[src/pkg/ulc_pkg.sv]
// Constants, types and timing for the two-port current limit controller.
// Assumes a 10 MHz system clock and comparator inputs from analog sense circuits.
package ulc_pkg;

    // ****************************************************************
    // Clock and timebase
    // ****************************************************************
    localparam int CLOCK_HZ = 10_000_000;
    localparam int TICK_US = 100;
    localparam int TICK_CYCLES = CLOCK_HZ / 1_000_000 * TICK_US;

    // ****************************************************************
    // Protection timing, in microseconds and in timebase ticks; fast turnoff in nanoseconds and clock cycles
    // ****************************************************************
    localparam int BOOST_WINDOW_US = 2000;
    localparam int BOOST_REARM_US = 16000;
    localparam int PERSIST_US = 4100;
    localparam int HICCUP_OFF_US = 524000;
    localparam int SOFT_START_US = 1000;
    localparam int FAST_RECOVER_US = 100;
    localparam int FAST_OFF_NS = 600;
    localparam int FAST_OFF_CYCLES = FAST_OFF_NS / (1_000_000_000 / CLOCK_HZ);
    localparam logic [12:0] BOOST_TICKS = 13'(BOOST_WINDOW_US / TICK_US);
    localparam logic [12:0] REARM_TICKS = 13'(BOOST_REARM_US / TICK_US);
    localparam logic [12:0] PERSIST_TICKS = 13'(PERSIST_US / TICK_US);
    localparam int HICCUP_OFF_TICKS = HICCUP_OFF_US / TICK_US;
    localparam logic [12:0] SS_TICKS = 13'(SOFT_START_US / TICK_US);
    localparam logic [12:0] FAST_TICKS = 13'(FAST_RECOVER_US / TICK_US);

    // ****************************************************************
    // Current limit setting
    // ****************************************************************
    localparam logic [15:0] PRIMARY_DEFAULT_MA = 16'h0DDE;
    localparam int LIMIT_K_KOHM_MA = 32273;
    localparam int RES_LSB_PER_KOHM = 10;
    localparam int SEC_NUM = 8;
    localparam int SEC_DEN = 5;

    // ****************************************************************
    // Types
    // ****************************************************************
    typedef enum logic [2:0] {
        ST_OFF, ST_SOFT, ST_RUN, ST_FAST_OFF, ST_HICCUP, ST_HOT
    } ulc_state_t;

    typedef struct packed {
        logic en;
        logic over_pri;
        logic over_sec;
        logic over_fast;
        logic hot;
        logic cooled;
        logic vbus_good;
    } ulc_sense_t;

endpackage : ulc_pkg

[src/hdl/ulc_port_ctrl.sv]
// Two-port current limit, short-circuit, hiccup and thermal control logic.
// Assumes comparator, temperature and pin levels are asynchronous and static resistor code.
// Contract
// - After power-up each port starts on the secondary limit for the boost window.
// - After the boost ends the secondary limit re-arms only after the re-arm delay.
// - Current above the secondary limit ends the boost window immediately.
// - Current near 8 A switches the port off within the fast turnoff time.
// - After fast turnoff the port restarts through soft-start, then limits at primary.
// - Current between the two limits passes unlimited during the boost window.
// - While limiting at primary, current is held and voltage follows the load.
// - Limiting over 4.1 ms gives hiccup: 524 ms off, 4.1 ms on, repeating; a retry re-armed during the off time boosts 2 ms first, up to 6.1 ms on.
// - Each port runs its own protection independent of the other, except for the secondary-limit interlock.
// - NFET above 160 C turns the switch off until it cools 10 C.
// - A port above primary removes the other port's secondary limit at once.
// - Grounded limit input gives 3.55 A, else 32273 over the resistor.
// - Output rises under soft-start control to limit inrush.
// - Fault flag low in hiccup or thermal off, released once recovered.
// - Enable high turns the switch on; low turns it off with discharge.
module ulc_port_ctrl
    import ulc_pkg::*;
#(
    parameter int TICK_CYC = TICK_CYCLES,
    parameter int HIC_TICKS = HICCUP_OFF_TICKS
) (
    input wire logic clock,
    input wire logic nrst,
    input wire logic uvlo_ok,
    input wire logic limit_set_gnd,
    input wire logic [11:0] limit_set_resistor,
    input wire logic [1:0] port_enable_input,
    input wire logic [1:0] over_primary,
    input wire logic [1:0] over_secondary,
    input wire logic [1:0] over_fast,
    input wire logic [1:0] nfet_hot,
    input wire logic [1:0] nfet_cooled,
    input wire logic [1:0] vbus_good,
    output logic [1:0] switch_on,
    output logic [1:0] soft_start,
    output logic [1:0] discharge,
    output logic [1:0] secondary_sel,
    output logic [1:0] limiting,
    output logic [1:0] port_fault_flag_out,
    output logic [1:0] port_fault_flag_oe,
    output logic [15:0] primary_limit,
    output logic [15:0] secondary_limit
);

    // ****************************************************************
    // Helpers
    // ****************************************************************
    // Resistor code is in 100 ohm steps; zero is treated as the default.
    function automatic logic [15:0] limit_ma(input logic gnd, input logic [11:0] res);
        logic [19:0] q;
        q = 20'h00000;
        if (gnd || res == 12'h000) begin
            q = {4'h0, PRIMARY_DEFAULT_MA};
        end else begin
            q = 20'(LIMIT_K_KOHM_MA * RES_LSB_PER_KOHM) / {8'h00, res};
        end
        return q[15:0];
    endfunction

    // ****************************************************************
    // Input synchronisers
    // ****************************************************************
    localparam int SW = 2 * $bits(ulc_sense_t) + 2;
    logic [SW-1:0] raw, s1_reg, s2_reg, s3_reg, flt_reg, flt_next;
    ulc_sense_t sen [2];
    logic uvlo_q, gnd_q;

    assign raw = {uvlo_ok, limit_set_gnd,
                  port_enable_input[1], over_primary[1], over_secondary[1], over_fast[1],
                  nfet_hot[1], nfet_cooled[1], vbus_good[1],
                  port_enable_input[0], over_primary[0], over_secondary[0], over_fast[0],
                  nfet_hot[0], nfet_cooled[0], vbus_good[0]};

    // A bit is accepted only once the second and third stages agree, which rejects one-cycle glitches.
    always_comb begin
        for (int b = 0; b < SW; b++) begin
            flt_next[b] = (s2_reg[b] == s3_reg[b]) ? s3_reg[b] : flt_reg[b];
        end
    end

    // Three-stage chain; the first stage feeds only the second.
    always_ff @(posedge clock or negedge nrst) begin
        if (!nrst) begin
            s1_reg <= '0;
            s2_reg <= '0;
            s3_reg <= '0;
            flt_reg <= '0;
        end else begin
            s1_reg <= raw;
            s2_reg <= s1_reg;
            s3_reg <= s2_reg;
            flt_reg <= flt_next;
        end
    end

    assign sen[0] = flt_reg[6:0];
    assign sen[1] = flt_reg[13:7];
    assign uvlo_q = flt_reg[15];
    assign gnd_q = flt_reg[14];

    // ****************************************************************
    // Free-running timebase
    // ****************************************************************
    logic [15:0] tb_reg, tb_next;
    logic tick_reg, tick_next;

    // One shared tick keeps both ports on the same time grid.
    always_comb begin
        tick_next = (tb_reg == 16'(TICK_CYC - 1));
        tb_next = tick_next ? 16'h0000 : tb_reg + 16'h0001;
    end

    always_ff @(posedge clock or negedge nrst) begin
        if (!nrst) begin
            tb_reg <= 16'h0000;
            tick_reg <= 1'b0;
        end else begin
            tb_reg <= tb_next;
            tick_reg <= tick_next;
        end
    end

    // ****************************************************************
    // Limit thresholds
    // ****************************************************************
    logic [15:0] pri_next, sec_next;

    always_comb begin
        pri_next = limit_ma(gnd_q, limit_set_resistor);
        sec_next = 16'(({4'h0, pri_next} * 20'(SEC_NUM)) / 20'(SEC_DEN));
    end

    always_ff @(posedge clock or negedge nrst) begin
        if (!nrst) begin
            primary_limit <= PRIMARY_DEFAULT_MA;
            secondary_limit <= 16'h0000;
        end else begin
            primary_limit <= pri_next;
            secondary_limit <= sec_next;
        end
    end

    // ****************************************************************
    // Per-port protection state
    // ****************************************************************
    ulc_state_t st_reg [2], st_next [2];
    logic [12:0] tmr_reg [2], tmr_next [2];
    logic [12:0] bst_reg [2], bst_next [2];
    logic [12:0] rearm_reg [2], rearm_next [2];
    logic [12:0] lim_reg [2], lim_next [2];
    logic [1:0] boost_reg, boost_next, armed_reg, armed_next, fault_reg, fault_next;
    logic [1:0] lim_now;

    // Each port is evaluated with its own sense bits; the only coupling is the interlock.
    always_comb begin
        for (int p = 0; p < 2; p++) begin
            st_next[p] = st_reg[p];
            tmr_next[p] = tick_reg ? tmr_reg[p] + 13'h0001 : tmr_reg[p];
            bst_next[p] = bst_reg[p];
            rearm_next[p] = rearm_reg[p];
            lim_next[p] = lim_reg[p];
            boost_next[p] = boost_reg[p];
            armed_next[p] = armed_reg[p];
            // Between the limits the switch passes current while boosted.
            // Limiting also counts during soft start, so a hiccup retry stays on for the persistence time, after the boost window if it re-armed while off.
            lim_now[p] = sen[p].over_pri && !boost_reg[p] && (st_reg[p] == ST_SOFT || st_reg[p] == ST_RUN);
            case (st_reg[p])
                ST_OFF: begin
                    if (uvlo_q && sen[p].en) begin
                        st_next[p] = ST_SOFT;
                    end
                end
                ST_SOFT, ST_RUN: begin
                    if (lim_now[p] && tick_reg && lim_reg[p] >= PERSIST_TICKS - 13'h0001) begin
                        st_next[p] = ST_HICCUP;
                    end else if (st_reg[p] == ST_SOFT && tick_reg && tmr_reg[p] >= SS_TICKS - 13'h0001) begin
                        st_next[p] = ST_RUN;
                    end
                end
                ST_FAST_OFF: begin
                    if (tick_reg && tmr_reg[p] >= FAST_TICKS - 13'h0001) begin
                        st_next[p] = ST_SOFT;
                    end
                end
                ST_HICCUP: begin
                    if (tick_reg && tmr_reg[p] >= 13'(HIC_TICKS - 1)) begin
                        st_next[p] = ST_SOFT;
                    end
                end
                ST_HOT: begin
                    if (sen[p].cooled) begin
                        st_next[p] = ST_SOFT;
                    end
                end
                default: st_next[p] = ST_OFF;
            endcase
            // Thermal and short-circuit trips override the normal flow.
            if (st_reg[p] == ST_SOFT || st_reg[p] == ST_RUN) begin
                if (sen[p].hot) begin
                    st_next[p] = ST_HOT;
                end else if (sen[p].over_fast) begin
                    st_next[p] = ST_FAST_OFF;
                end
            end
            if (!uvlo_q || !sen[p].en) begin
                st_next[p] = ST_OFF;
            end
            if (st_next[p] != st_reg[p]) begin
                tmr_next[p] = 13'h0000;
            end
            // Persistence counts only continuous limiting.
            if (!lim_now[p]) begin
                lim_next[p] = 13'h0000;
            end else if (tick_reg) begin
                lim_next[p] = lim_reg[p] + 13'h0001;
            end
            // Boost window and re-arm delay.
            if (boost_reg[p]) begin
                if (tick_reg) begin
                    bst_next[p] = bst_reg[p] + 13'h0001;
                end
                if (sen[p].over_sec || sen[1-p].over_pri || st_next[p] != st_reg[p] && st_next[p] != ST_RUN
                    || (tick_reg && bst_reg[p] >= BOOST_TICKS - 13'h0001)) begin
                    boost_next[p] = 1'b0;
                    armed_next[p] = 1'b0;
                    rearm_next[p] = 13'h0000;
                end
            end else if (!armed_reg[p]) begin
                if (tick_reg) begin
                    rearm_next[p] = rearm_reg[p] + 13'h0001;
                end
                if (tick_reg && rearm_reg[p] >= REARM_TICKS - 13'h0001) begin
                    armed_next[p] = 1'b1;
                end
            end else if (st_next[p] == ST_SOFT || st_next[p] == ST_RUN) begin
                // A waiting arm is held back while the other port is above primary.
                if (!sen[1-p].over_pri) begin
                    boost_next[p] = 1'b1;
                    bst_next[p] = 13'h0000;
                end
            end
            // Setting the fault wins over releasing it in the same cycle.
            fault_next[p] = fault_reg[p];
            if (st_next[p] == ST_HICCUP || st_next[p] == ST_HOT) begin
                fault_next[p] = 1'b1;
            end else if (st_reg[p] == ST_RUN && !sen[p].over_pri && sen[p].vbus_good) begin
                fault_next[p] = 1'b0;
            end
        end
    end

    // Registers for both ports; outputs except limiting and the constant-low port_fault_flag_out are decoded from the next state, and all leave flip-flops.
    always_ff @(posedge clock or negedge nrst) begin
        if (!nrst) begin
            for (int p = 0; p < 2; p++) begin
                st_reg[p] <= ST_OFF;
                tmr_reg[p] <= 13'h0000;
                bst_reg[p] <= 13'h0000;
                rearm_reg[p] <= REARM_TICKS;
                lim_reg[p] <= 13'h0000;
            end
            boost_reg <= 2'b00;
            armed_reg <= 2'b11;
            fault_reg <= 2'b00;
            switch_on <= 2'b00;
            soft_start <= 2'b00;
            discharge <= 2'b11;
            secondary_sel <= 2'b00;
            limiting <= 2'b00;
            port_fault_flag_out <= 2'b00;
            port_fault_flag_oe <= 2'b00;
        end else begin
            for (int p = 0; p < 2; p++) begin
                st_reg[p] <= st_next[p];
                tmr_reg[p] <= tmr_next[p];
                bst_reg[p] <= bst_next[p];
                rearm_reg[p] <= rearm_next[p];
                lim_reg[p] <= lim_next[p];
                switch_on[p] <= (st_next[p] == ST_SOFT || st_next[p] == ST_RUN);
                soft_start[p] <= (st_next[p] == ST_SOFT);
                discharge[p] <= (st_next[p] == ST_OFF);
                limiting[p] <= lim_now[p];
            end
            boost_reg <= boost_next;
            armed_reg <= armed_next;
            fault_reg <= fault_next;
            secondary_sel <= boost_next;
            port_fault_flag_out <= 2'b00;
            port_fault_flag_oe <= fault_next;
        end
    end

    // ****************************************************************
    // Assertions
    // ****************************************************************
    localparam int FOC = FAST_OFF_CYCLES;

    for (genvar g = 0; g < 2; g++) begin : g_chk

    end
endmodule // ulc_port_ctrl

[config.mk]
export PLATFORM = sky130hd
export DESIGN_NAME = ulc_port_ctrl
export DESIGN_NICKNAME = d
export VERILOG_FILES = /design/src/pkg/ulc_pkg.sv /design/src/hdl/ulc_port_ctrl.sv
export SDC_FILE = /design/constraint.sdc
export NUM_CORES = 1
export LEC_CHECK = 0
export BUFFER_PORTS_ARGS = -buffer_cell sky130_fd_sc_hd__buf_2
export CAP_MARGIN = 20
export CORE_MARGIN = 5
export CORE_UTILIZATION = 30
export CTS_BUF_LIST = sky130_fd_sc_hd__clkbuf_8
export CTS_CLUSTER_DIAMETER = 150
export DETAILED_ROUTE_END_ITERATION = 8
export GPL_TIMING_DRIVEN = 0
export PLACE_DENSITY_LB_ADDON = 0.1
export RECOVER_POWER = 25
export SLEW_MARGIN = 5
export SYNTH_ARGS = -nofsm -noshare
export SYNTH_HDL_FRONTEND = slang
export SYNTH_SLANG_ARGS = --single-unit
[constraint.sdc]
create_clock -name clock -period 20.3 [get_ports clock]
set_input_delay 5.075 -clock clock [delete_from_list [all_inputs] [get_ports clock]]
set_output_delay 5.075 -clock clock [all_outputs]
set_load 0.03 [all_outputs]
==> results of run 1 <==
[layout make-up]
type	count	area [um^2]	area share
Buffer	83	747	0.0260
Clock buffer	48	661	0.0230
Clock inverter	25	229	0.00796
Inverter	106	422	0.0147
Multi-Input combinational cell	2223	17000	0.592
Sequential cell	237	5950	0.207
Tap cell	950	1190	0.0413
Timing Repair Buffer	321	2550	0.0885
[path summary, 6_finish.rpt]
path | startpoint | end | slack [ps] | depth (start not counted)
max | limit_set_resistor[0] | secondary_limit[0]$_DFF_PN0_ | -21410 | 193
min | s1_reg[7]$_DFF_PN0_ | s2_reg[7]$_DFF_PN0_ | 340 | 0
max reg2reg | flt_reg[14]$_DFFE_PN0N_ | secondary_limit[0]$_DFF_PN0_ | 11810 | 32
min reg2reg | s1_reg[7]$_DFF_PN0_ | s2_reg[7]$_DFF_PN0_ | 340 | 0
max in group asynchronous | nrst | primary_limit[3]$_DFF_PN1_ | 14540 | 3
min in group asynchronous | nrst | bst_reg[22]$_DFFE_PN0P_ | 4460 | 1
[what timing repair did]
| action | 4_1_cts | 5_1_grt |
|---|---|---|
| pin swaps | 43 | 207 |
| setup buffers | 59 | 181 |
| cloned | 0 | 5 |
| resized for setup | 92 | 266 |
| setup endpoints to repair | 23 | 22 |
[synthesized netlist by cell type, types with 14 or more instances]
master | number | area, um^2
sky130_fd_sc_hd__nor4_1 | 23 | 144
sky130_fd_sc_hd__or2_2 | 21 | 131
sky130_fd_sc_hd__mux2_2 | 33 | 372
sky130_fd_sc_hd__xor2_1 | 107 | 937
sky130_fd_sc_hd__and2_1 | 14 | 87.6
sky130_fd_sc_hd__nor2b_1 | 23 | 144
sky130_fd_sc_hd__o21a_1 | 52 | 390
sky130_fd_sc_hd__maj3_1 | 18 | 180
sky130_fd_sc_hd__dfrtp_1 | 220 | 5510
sky130_fd_sc_hd__or3_1 | 28 | 175
sky130_fd_sc_hd__clkbuf_1 | 58 | 218
sky130_fd_sc_hd__a21o_1 | 79 | 593
sky130_fd_sc_hd__nand2b_1 | 39 | 244
sky130_fd_sc_hd__a211oi_1 | 27 | 203
sky130_fd_sc_hd__and3_1 | 43 | 269
sky130_fd_sc_hd__nand2_1 | 230 | 863
sky130_fd_sc_hd__o22ai_1 | 15 | 93.8
sky130_fd_sc_hd__nor2_1 | 295 | 1110
sky130_fd_sc_hd__o31ai_1 | 23 | 173
sky130_fd_sc_hd__nand3_1 | 97 | 485
sky130_fd_sc_hd__inv_1 | 98 | 368
sky130_fd_sc_hd__ha_1 | 170 | 2130
sky130_fd_sc_hd__buf_2 | 18 | 90.1
sky130_fd_sc_hd__o211ai_1 | 24 | 180
sky130_fd_sc_hd__dfstp_2 | 17 | 447
sky130_fd_sc_hd__mux2i_1 | 24 | 240
sky130_fd_sc_hd__a21oi_1 | 175 | 876
sky130_fd_sc_hd__xnor2_1 | 96 | 841
sky130_fd_sc_hd__o21ai_0 | 137 | 686
sky130_fd_sc_hd__a31oi_1 | 18 | 113
sky130_fd_sc_hd__nor3_1 | 94 | 470
sky130_fd_sc_hd__nand4_1 | 38 | 238
[stage by stage]
step / cells / area [um^2]
final: 3993 / 28800
after global routing: 3993 / 28800
after CTS: 3815 / 26200
after detailed placement: 3683 / 24400
after global placement: 3677 / 24200
after floorplan: 2655 / 22700
[worst max-delay path: cells and delay by family]
kind | cells | cell delay, ps
compound gates | 100 | 19190
fa+ha+maj | 20 | 4580
buf+inv | 26 | 3410
mux | 4 | 1170
simple gates | 43 | 8560
[layer usage]
layer	routed length [um]	vias up
met5	0	-
met4	1930	0
met3	2860	111
met2	34400	446
met1	34400	10400
li1	-	10500
[kinds of logic (layout without fill, tap and decap cells)]
| kind of cell | count (synthesis) | after routing |
|---|---|---|
| multiplexers | 61 | 61 |
| buffers and inverters | 195 | 583 |
| flip-flops | 237 | 237 |
| XOR/XNOR | 203 | 203 |
| AND/OR/NAND/NOR | 1008 | 1008 |
| other | 1 | 3 |
| AO/OA/AOI/OAI | 760 | 760 |
| adder cells (fa/ha/maj) | 188 | 188 |
==> results.md, run 1 <==
- At the later pin of the worst-skew pair, clock insertion delay measures 560 ps.
- In the post-route analysis, the smallest setup slack over all paths is -21410 ps.
- Adding up every negative setup slack in the final design gives -230030 ps.
- The number of vias in the routed layout is 21400.
- The largest single stage delay on the critical path is 590 ps.
- The class of the most critical hold timing path is reg -> reg.
- After detailed routing, the total wire length is 73.5 mm.
- The kind of start point of the critical path is an input port.
- The largest fanout on the critical path is 10.
- Before antenna repair, the detailed router went through 5 iterations.
- The data arrival time of the critical path is 42130 ps.
- For this design, the CTS-stage hold fixing added 0 buffers.
- The worst clock skew is 39.6 ps.
- The clock passes through at most 3 buffers.
- The vias per cell is 5.37.
- The average cell area after synthesis is 8.19 um^2.
- Across the run, the number of max-cap violations was 0.
- The last weighted congestion value of the routability-driven placer is 0.879.
- The area share of xor/xnor cells in the synthesized design is 0.0818.
- The TritonCTS clock tree is built.
- CTS saw 237 sinks.
- For this run, global-route usage on met1 was measured as 0.243.
- Measured on the finished design, the core utilization comes to 0.402.
- In this run the horizontal extent of the chip is 279 um.
- The number of endpoints with negative hold slack in the final report came to 0.
- The worst pin sits at a relative slew slack of 0.0573.
- The number of instances in the synthesized netlist is 2653.
- Relative to the synthesized area, the layout overhead comes to 32.4%.
- During I/O placement, the number of pins put on the boundary was 76.
- The ratio of cells with drive above 1 in the final layout is 0.271.
- The number of nets at the end of the flow is 3212.
- Based on the critical path, the design can be clocked at up to 24.0 MHz.
- The required arrival time at the worst endpoint is 20720 ps.
- The leftover overflow at the end of global routing is 0.
- The total half-perimeter wirelength after legalization and detailed placement is 53.9 mm.
- The number of placement rows is 98.
- The worst setup slack after placement is -27970 ps.
- The initial utilization of the core area, before any placement, comes to 0.303.
- The met3 track demand over resource in global routing is 0.0159.
- The share of synthesized registers carrying an async set or reset is 1.00.
- The via count of the first global-routing pass was 20500.
- After synthesis, the share of cell area in mux cells is 0.0320.
- The detail route stage leaves a number of antenna-violating nets equal to 0.
- The number of buffer cells added on primary ports is 72.
- met2 is the most crowded layer.
- Hold is met by 342 ps.
- For this run, the register share of the synthesized area comes to 0.274.
- The global router's overall resource usage is 0.175.
- The distinct cell type count of the synthesized netlist is 114.
- The placeable core region is 0.0716 mm^2.
- The detailed router finished its first iteration with 1307 violations.
- The run finished, with violations left.
- The antenna cell count is 0.
- The path type of the worst setup path is in -> reg.
- The cell area after technology mapping is 0.0217 mm^2.
- The transition time at the pin with the least slew margin is 1400 ps.
- Setup violations remaining at the end of the flow were counted as 20.
- The slowest stage cell on the critical path is sky130_fd_sc_hd__or4_4.
- Counting stages on the worst path, the most repeated cell is sky130_fd_sc_hd__ha_4.
- The maximum level of the CTS H-tree is 2.
- Of the total synthesized cell area, the portion taken by AND, OR, NAND and NOR gates is 0.227.
- The worst setup path is captured at a register.
- The leading cell type in the layout, fill and taps excluded is sky130_fd_sc_hd__nor2_1.
- The mean routed wirelength per cell is 18.4 um.
- The final worst-path cycle share is 2.05.
- The count of flip-flops with a built-in enable after synthesis is 0.
- In the layout the commonest cells are sky130_fd_sc_hd__nor2_1, sky130_fd_sc_hd__buf_4, sky130_fd_sc_hd__dfrtp_1.
- Counting the buffers created by CTS gives 40.
- The post-synthesis register bit count is 237.
- The floorplan step defined a die boundary enclosing 0.0779 mm^2.
- The cell sitting at the root of the clock tree is a sky130_fd_sc_hd__clkbuf_8.
- By area, the combinational part of the netlist is dominated by compound AO/OA/AOI/OAI gates.
- The first global-routing pass estimated 113 mm of wire.
- The count of final max-slew check failures is 0.
- The met2 usage is 0.295.
- The dominant synthesized flop cell is sky130_fd_sc_hd__dfrtp_1.
- The initial antenna violation count is 1.
- The clock-pin slew of the registers on the worst-case setup and hold paths is 70 ps.
- The filler cells instantiated in the layout total 7304.
- Of the total synthesized cell area, the portion taken by full adders, half adders and majority gates is 0.106.
- The smallest clock period supported by the final layout is computed as 41710 ps.
- The total of warnings raised by yosys is 0.
- After detailed routing, the number of remaining DRC violations is 0.
- The final reports fail on negative setup slack.
- Setup repair after global routing could not meet its margin everywhere.
- The die outline height is 279 um.
- The complex-gate fraction of the synthesized area is 0.243.
- Entering global routing, the biggest net connects 97 pins.
Power of run 1 is left out: the tool's default activity adds up to more than one toggle a clock period on the data nets, which glitch-free logic cannot reach.
==> run 2: changes to the inputs <==
- CORE_UTILIZATION: 30 -> 45
==> results.md, run 2 (synthesized netlist as in run 1, its figures left out) <==
- The detailed router's first-iteration violation count is 1466 (+12%).
- The sequential cell area is 0.00595 mm^2 (unchanged).
- Leaving out fill and tap cells, the most frequent cell in the layout is sky130_fd_sc_hd__nor2_1.
- The remaining routing DRC violations is 0 (unchanged).
- The number of buffers added by the clock tree synthesis step is 36 (-10%).
- The remaining antenna violation count after routing came to 0 (unchanged).
- The final reports fail on negative setup slack.
- The vias per cell is 5.94 (+11%).
- The fill cell instance count of the final layout was 4291 (-41%).
- The class of the most critical hold timing path is reg -> reg.
- The worst-skew pair later-pin latency came to 530 ps (-30 ps).
- The leftover overflow at the end of global routing is 0 (unchanged).
- The root buffer cell chosen for the clock tree is sky130_fd_sc_hd__clkbuf_8.
- The data arrival time of the critical path is 42030 ps (-100 ps).
- The pin count of the biggest net entering global routing came to 117 (+21%).
- The library cells used most frequently in the layout, excluding fill and tap cells, are sky130_fd_sc_hd__nor2_1, sky130_fd_sc_hd__dfrtp_1, sky130_fd_sc_hd__buf_4.
- The final worst-path cycle share came to 2.05 (-0.00414).
- The run finished, with violations left.
- The final wirelength is 66.6 mm (-9.4%).
- The count of boundary I/O pins is 76 (unchanged).
- The last weighted congestion value of the routability-driven placer was 0.917 (+4.3%).
- The maximum clock frequency is 24.0 MHz (+0.20%).
- The worst relative slew slack is 0.116 (+0.0591).
- The time the final worst path needs with I/O delays and setup is 41620 ps (-84.0 ps).
- The initial antenna violation count was 0 (-1).
- The starting utilization of the core area is 0.455 (+0.152).
- The clock-pin slew of the registers on the worst-case setup and hold paths is 60 ps (about the same).
- The path type of the worst setup path is in -> reg.
- The slowest stage cell on the critical path is sky130_fd_sc_hd__or4_4.
- STA classifies the critical path startpoint as an input port.
- The number of vias in the routed layout is 21600 (+0.77%).
- The worst clock skew came to 22.3 ps (-17.3 ps).
- The critical register-to-register path startpoint is flt_reg[14]$_DFFE_PN0N_.
- The synthesis-to-finish area growth is 28.9%.
- The die outline area is 0.0528 mm^2 (-32%).
- The launch point of the worst path is limit_set_resistor[8].
- The antenna cell count is 0 (unchanged).
- The die outline height is 230 um (-18%).
- The transition time at the pin with the least slew margin is 1320 ps (-77.3 ps).
- The required arrival time at the worst endpoint is 20700 ps (-20 ps).
- The count of endpoints failing setup in the final report came to 19 (-5.0%).
- The largest fanout on the critical path is 8 (-2).
- The area of the multi-input gates was 0.0170 mm^2 (-0.24%).
- The maximum buffer depth of the clock tree is 3 (unchanged).
- The kind of capture point of the worst setup path is a register.
- The final design utilization is 0.586 (+0.185).
- The total half-perimeter wirelength after legalization and detailed placement was 48.0 mm (-11%).
- The CTS sink count is 237 (unchanged).
- The first-pass iteration count of the detailed router was 6 (+1).
- The ratio of cells with drive above 1 in the final layout is 0.266 (-0.00539).
- The worst setup slack after placement came to -26990 ps (+976 ps).
- The number of endpoints with negative hold slack in the final report was 0 (unchanged).
- The total of max-cap violations was 0 (unchanged).
- The mean routed wirelength per cell is 18.3 um (-0.51%).
- The number of buffer cells added on primary ports is 72 (unchanged).
- The final setup slack of the worst path is -21320 ps (+84.0 ps).
- The global router's overall resource usage is 0.233 (+0.0577).
- The TritonCTS clock tree is built.
- The count of final max-slew check failures is 0 (unchanged).
- The first-pass GRT wire length is 104 mm (-7.5%).
- The number of placement rows was 80 (-18%).
- The maximum single-stage delay on the critical path is 600 ps (about the same).
- The width of the die is 230 um (-18%).
- The maximum level of the CTS H-tree was 2 (unchanged).
- The number of nets at the end of the flow is 3197 (-0.47%).
- Setup repair after global routing could not meet its margin everywhere.
- The placeable core region came to 0.0477 mm^2 (-33%).
- The via count of the first global-routing pass is 20400 (-0.48%).
- The critical hold path startpoint is s1_reg[6]$_DFF_PN0_.
run 2: changes by cell type in the layout (fill, tap and decap cells not counted), moves of 4 or more:
cell | before | now
sky130_fd_sc_hd__bufinv_16 | 4 | 0
sky130_fd_sc_hd__ha_1 | 113 | 118
sky130_fd_sc_hd__buf_4 | 231 | 217
sky130_fd_sc_hd__ha_4 | 43 | 39
sky130_fd_sc_hd__buf_12 | 13 | 8
run 2: worst paths after layout:
check                                               end  slack, ps  cells after the start
setup / recovery           secondary_limit[0]$_DFF_PN0_     -21320                    201
setup reg to reg           secondary_limit[0]$_DFF_PN0_      12190                     30
max in group asynchronous    primary_limit[2]$_DFF_PN1_      14640                      3
min in group asynchronous       lim_reg[22]$_DFFE_PN0P_       4390                      1
hold / removal                      s2_reg[6]$_DFF_PN0_        340                      0
hold reg to reg                     s2_reg[6]$_DFF_PN0_        340                      0
run 2: area by class of cell:
class                   count  share of cell area
inverters                 106              0.0150
repair buffers            310              0.0868
multi-input cells        2223               0.607
clock buffers              46              0.0226
well taps                 615              0.0275
flip-flops and latches    237               0.213
plain buffers              83              0.0261
clock inverters            17             0.00250
run 2: through the flow:
step                area (um^2)  cells  hold slack (ps)  TNS (ps)
floorplan                 22700   2655              331   -212400
global placement          23800   3342              337   -321030
detailed placement        23900   3345              335   -328160
CTS                       25500   3471              345   -248730
global route              28000   3637              353   -247620
finish                    28000   3637              342   -227860
run 2: critical path, delay by kind of cell:
family	cells	cell delay, ps
adder cells (fa/ha/maj)	20	5140
multiplexers	3	850
AO/OA/AOI/OAI	105	18520
buffers and inverters	28	3790
AND/OR/NAND/NOR	45	8530
run 2: routing by layer:
layer	vias to the layer above	GRT usage	routed length (um)	share of wire
met5	-	0	0	0
met4	0	0.0831	2300	0.035
met3	140	0.0241	3120	0.047
met2	603	0.384	30700	0.46
met1	10400	0.319	30500	0.46
li1	10500	-	-	-
run 2: repair_timing:
action	CTS	global route
resized for setup	86	272
endpoints found under the setup margin	23	22
buffers inserted	63	163
hold buffers	0	0
pin swaps	43	190
cloned	0	8
Power of run 2 is left out for the same reason.
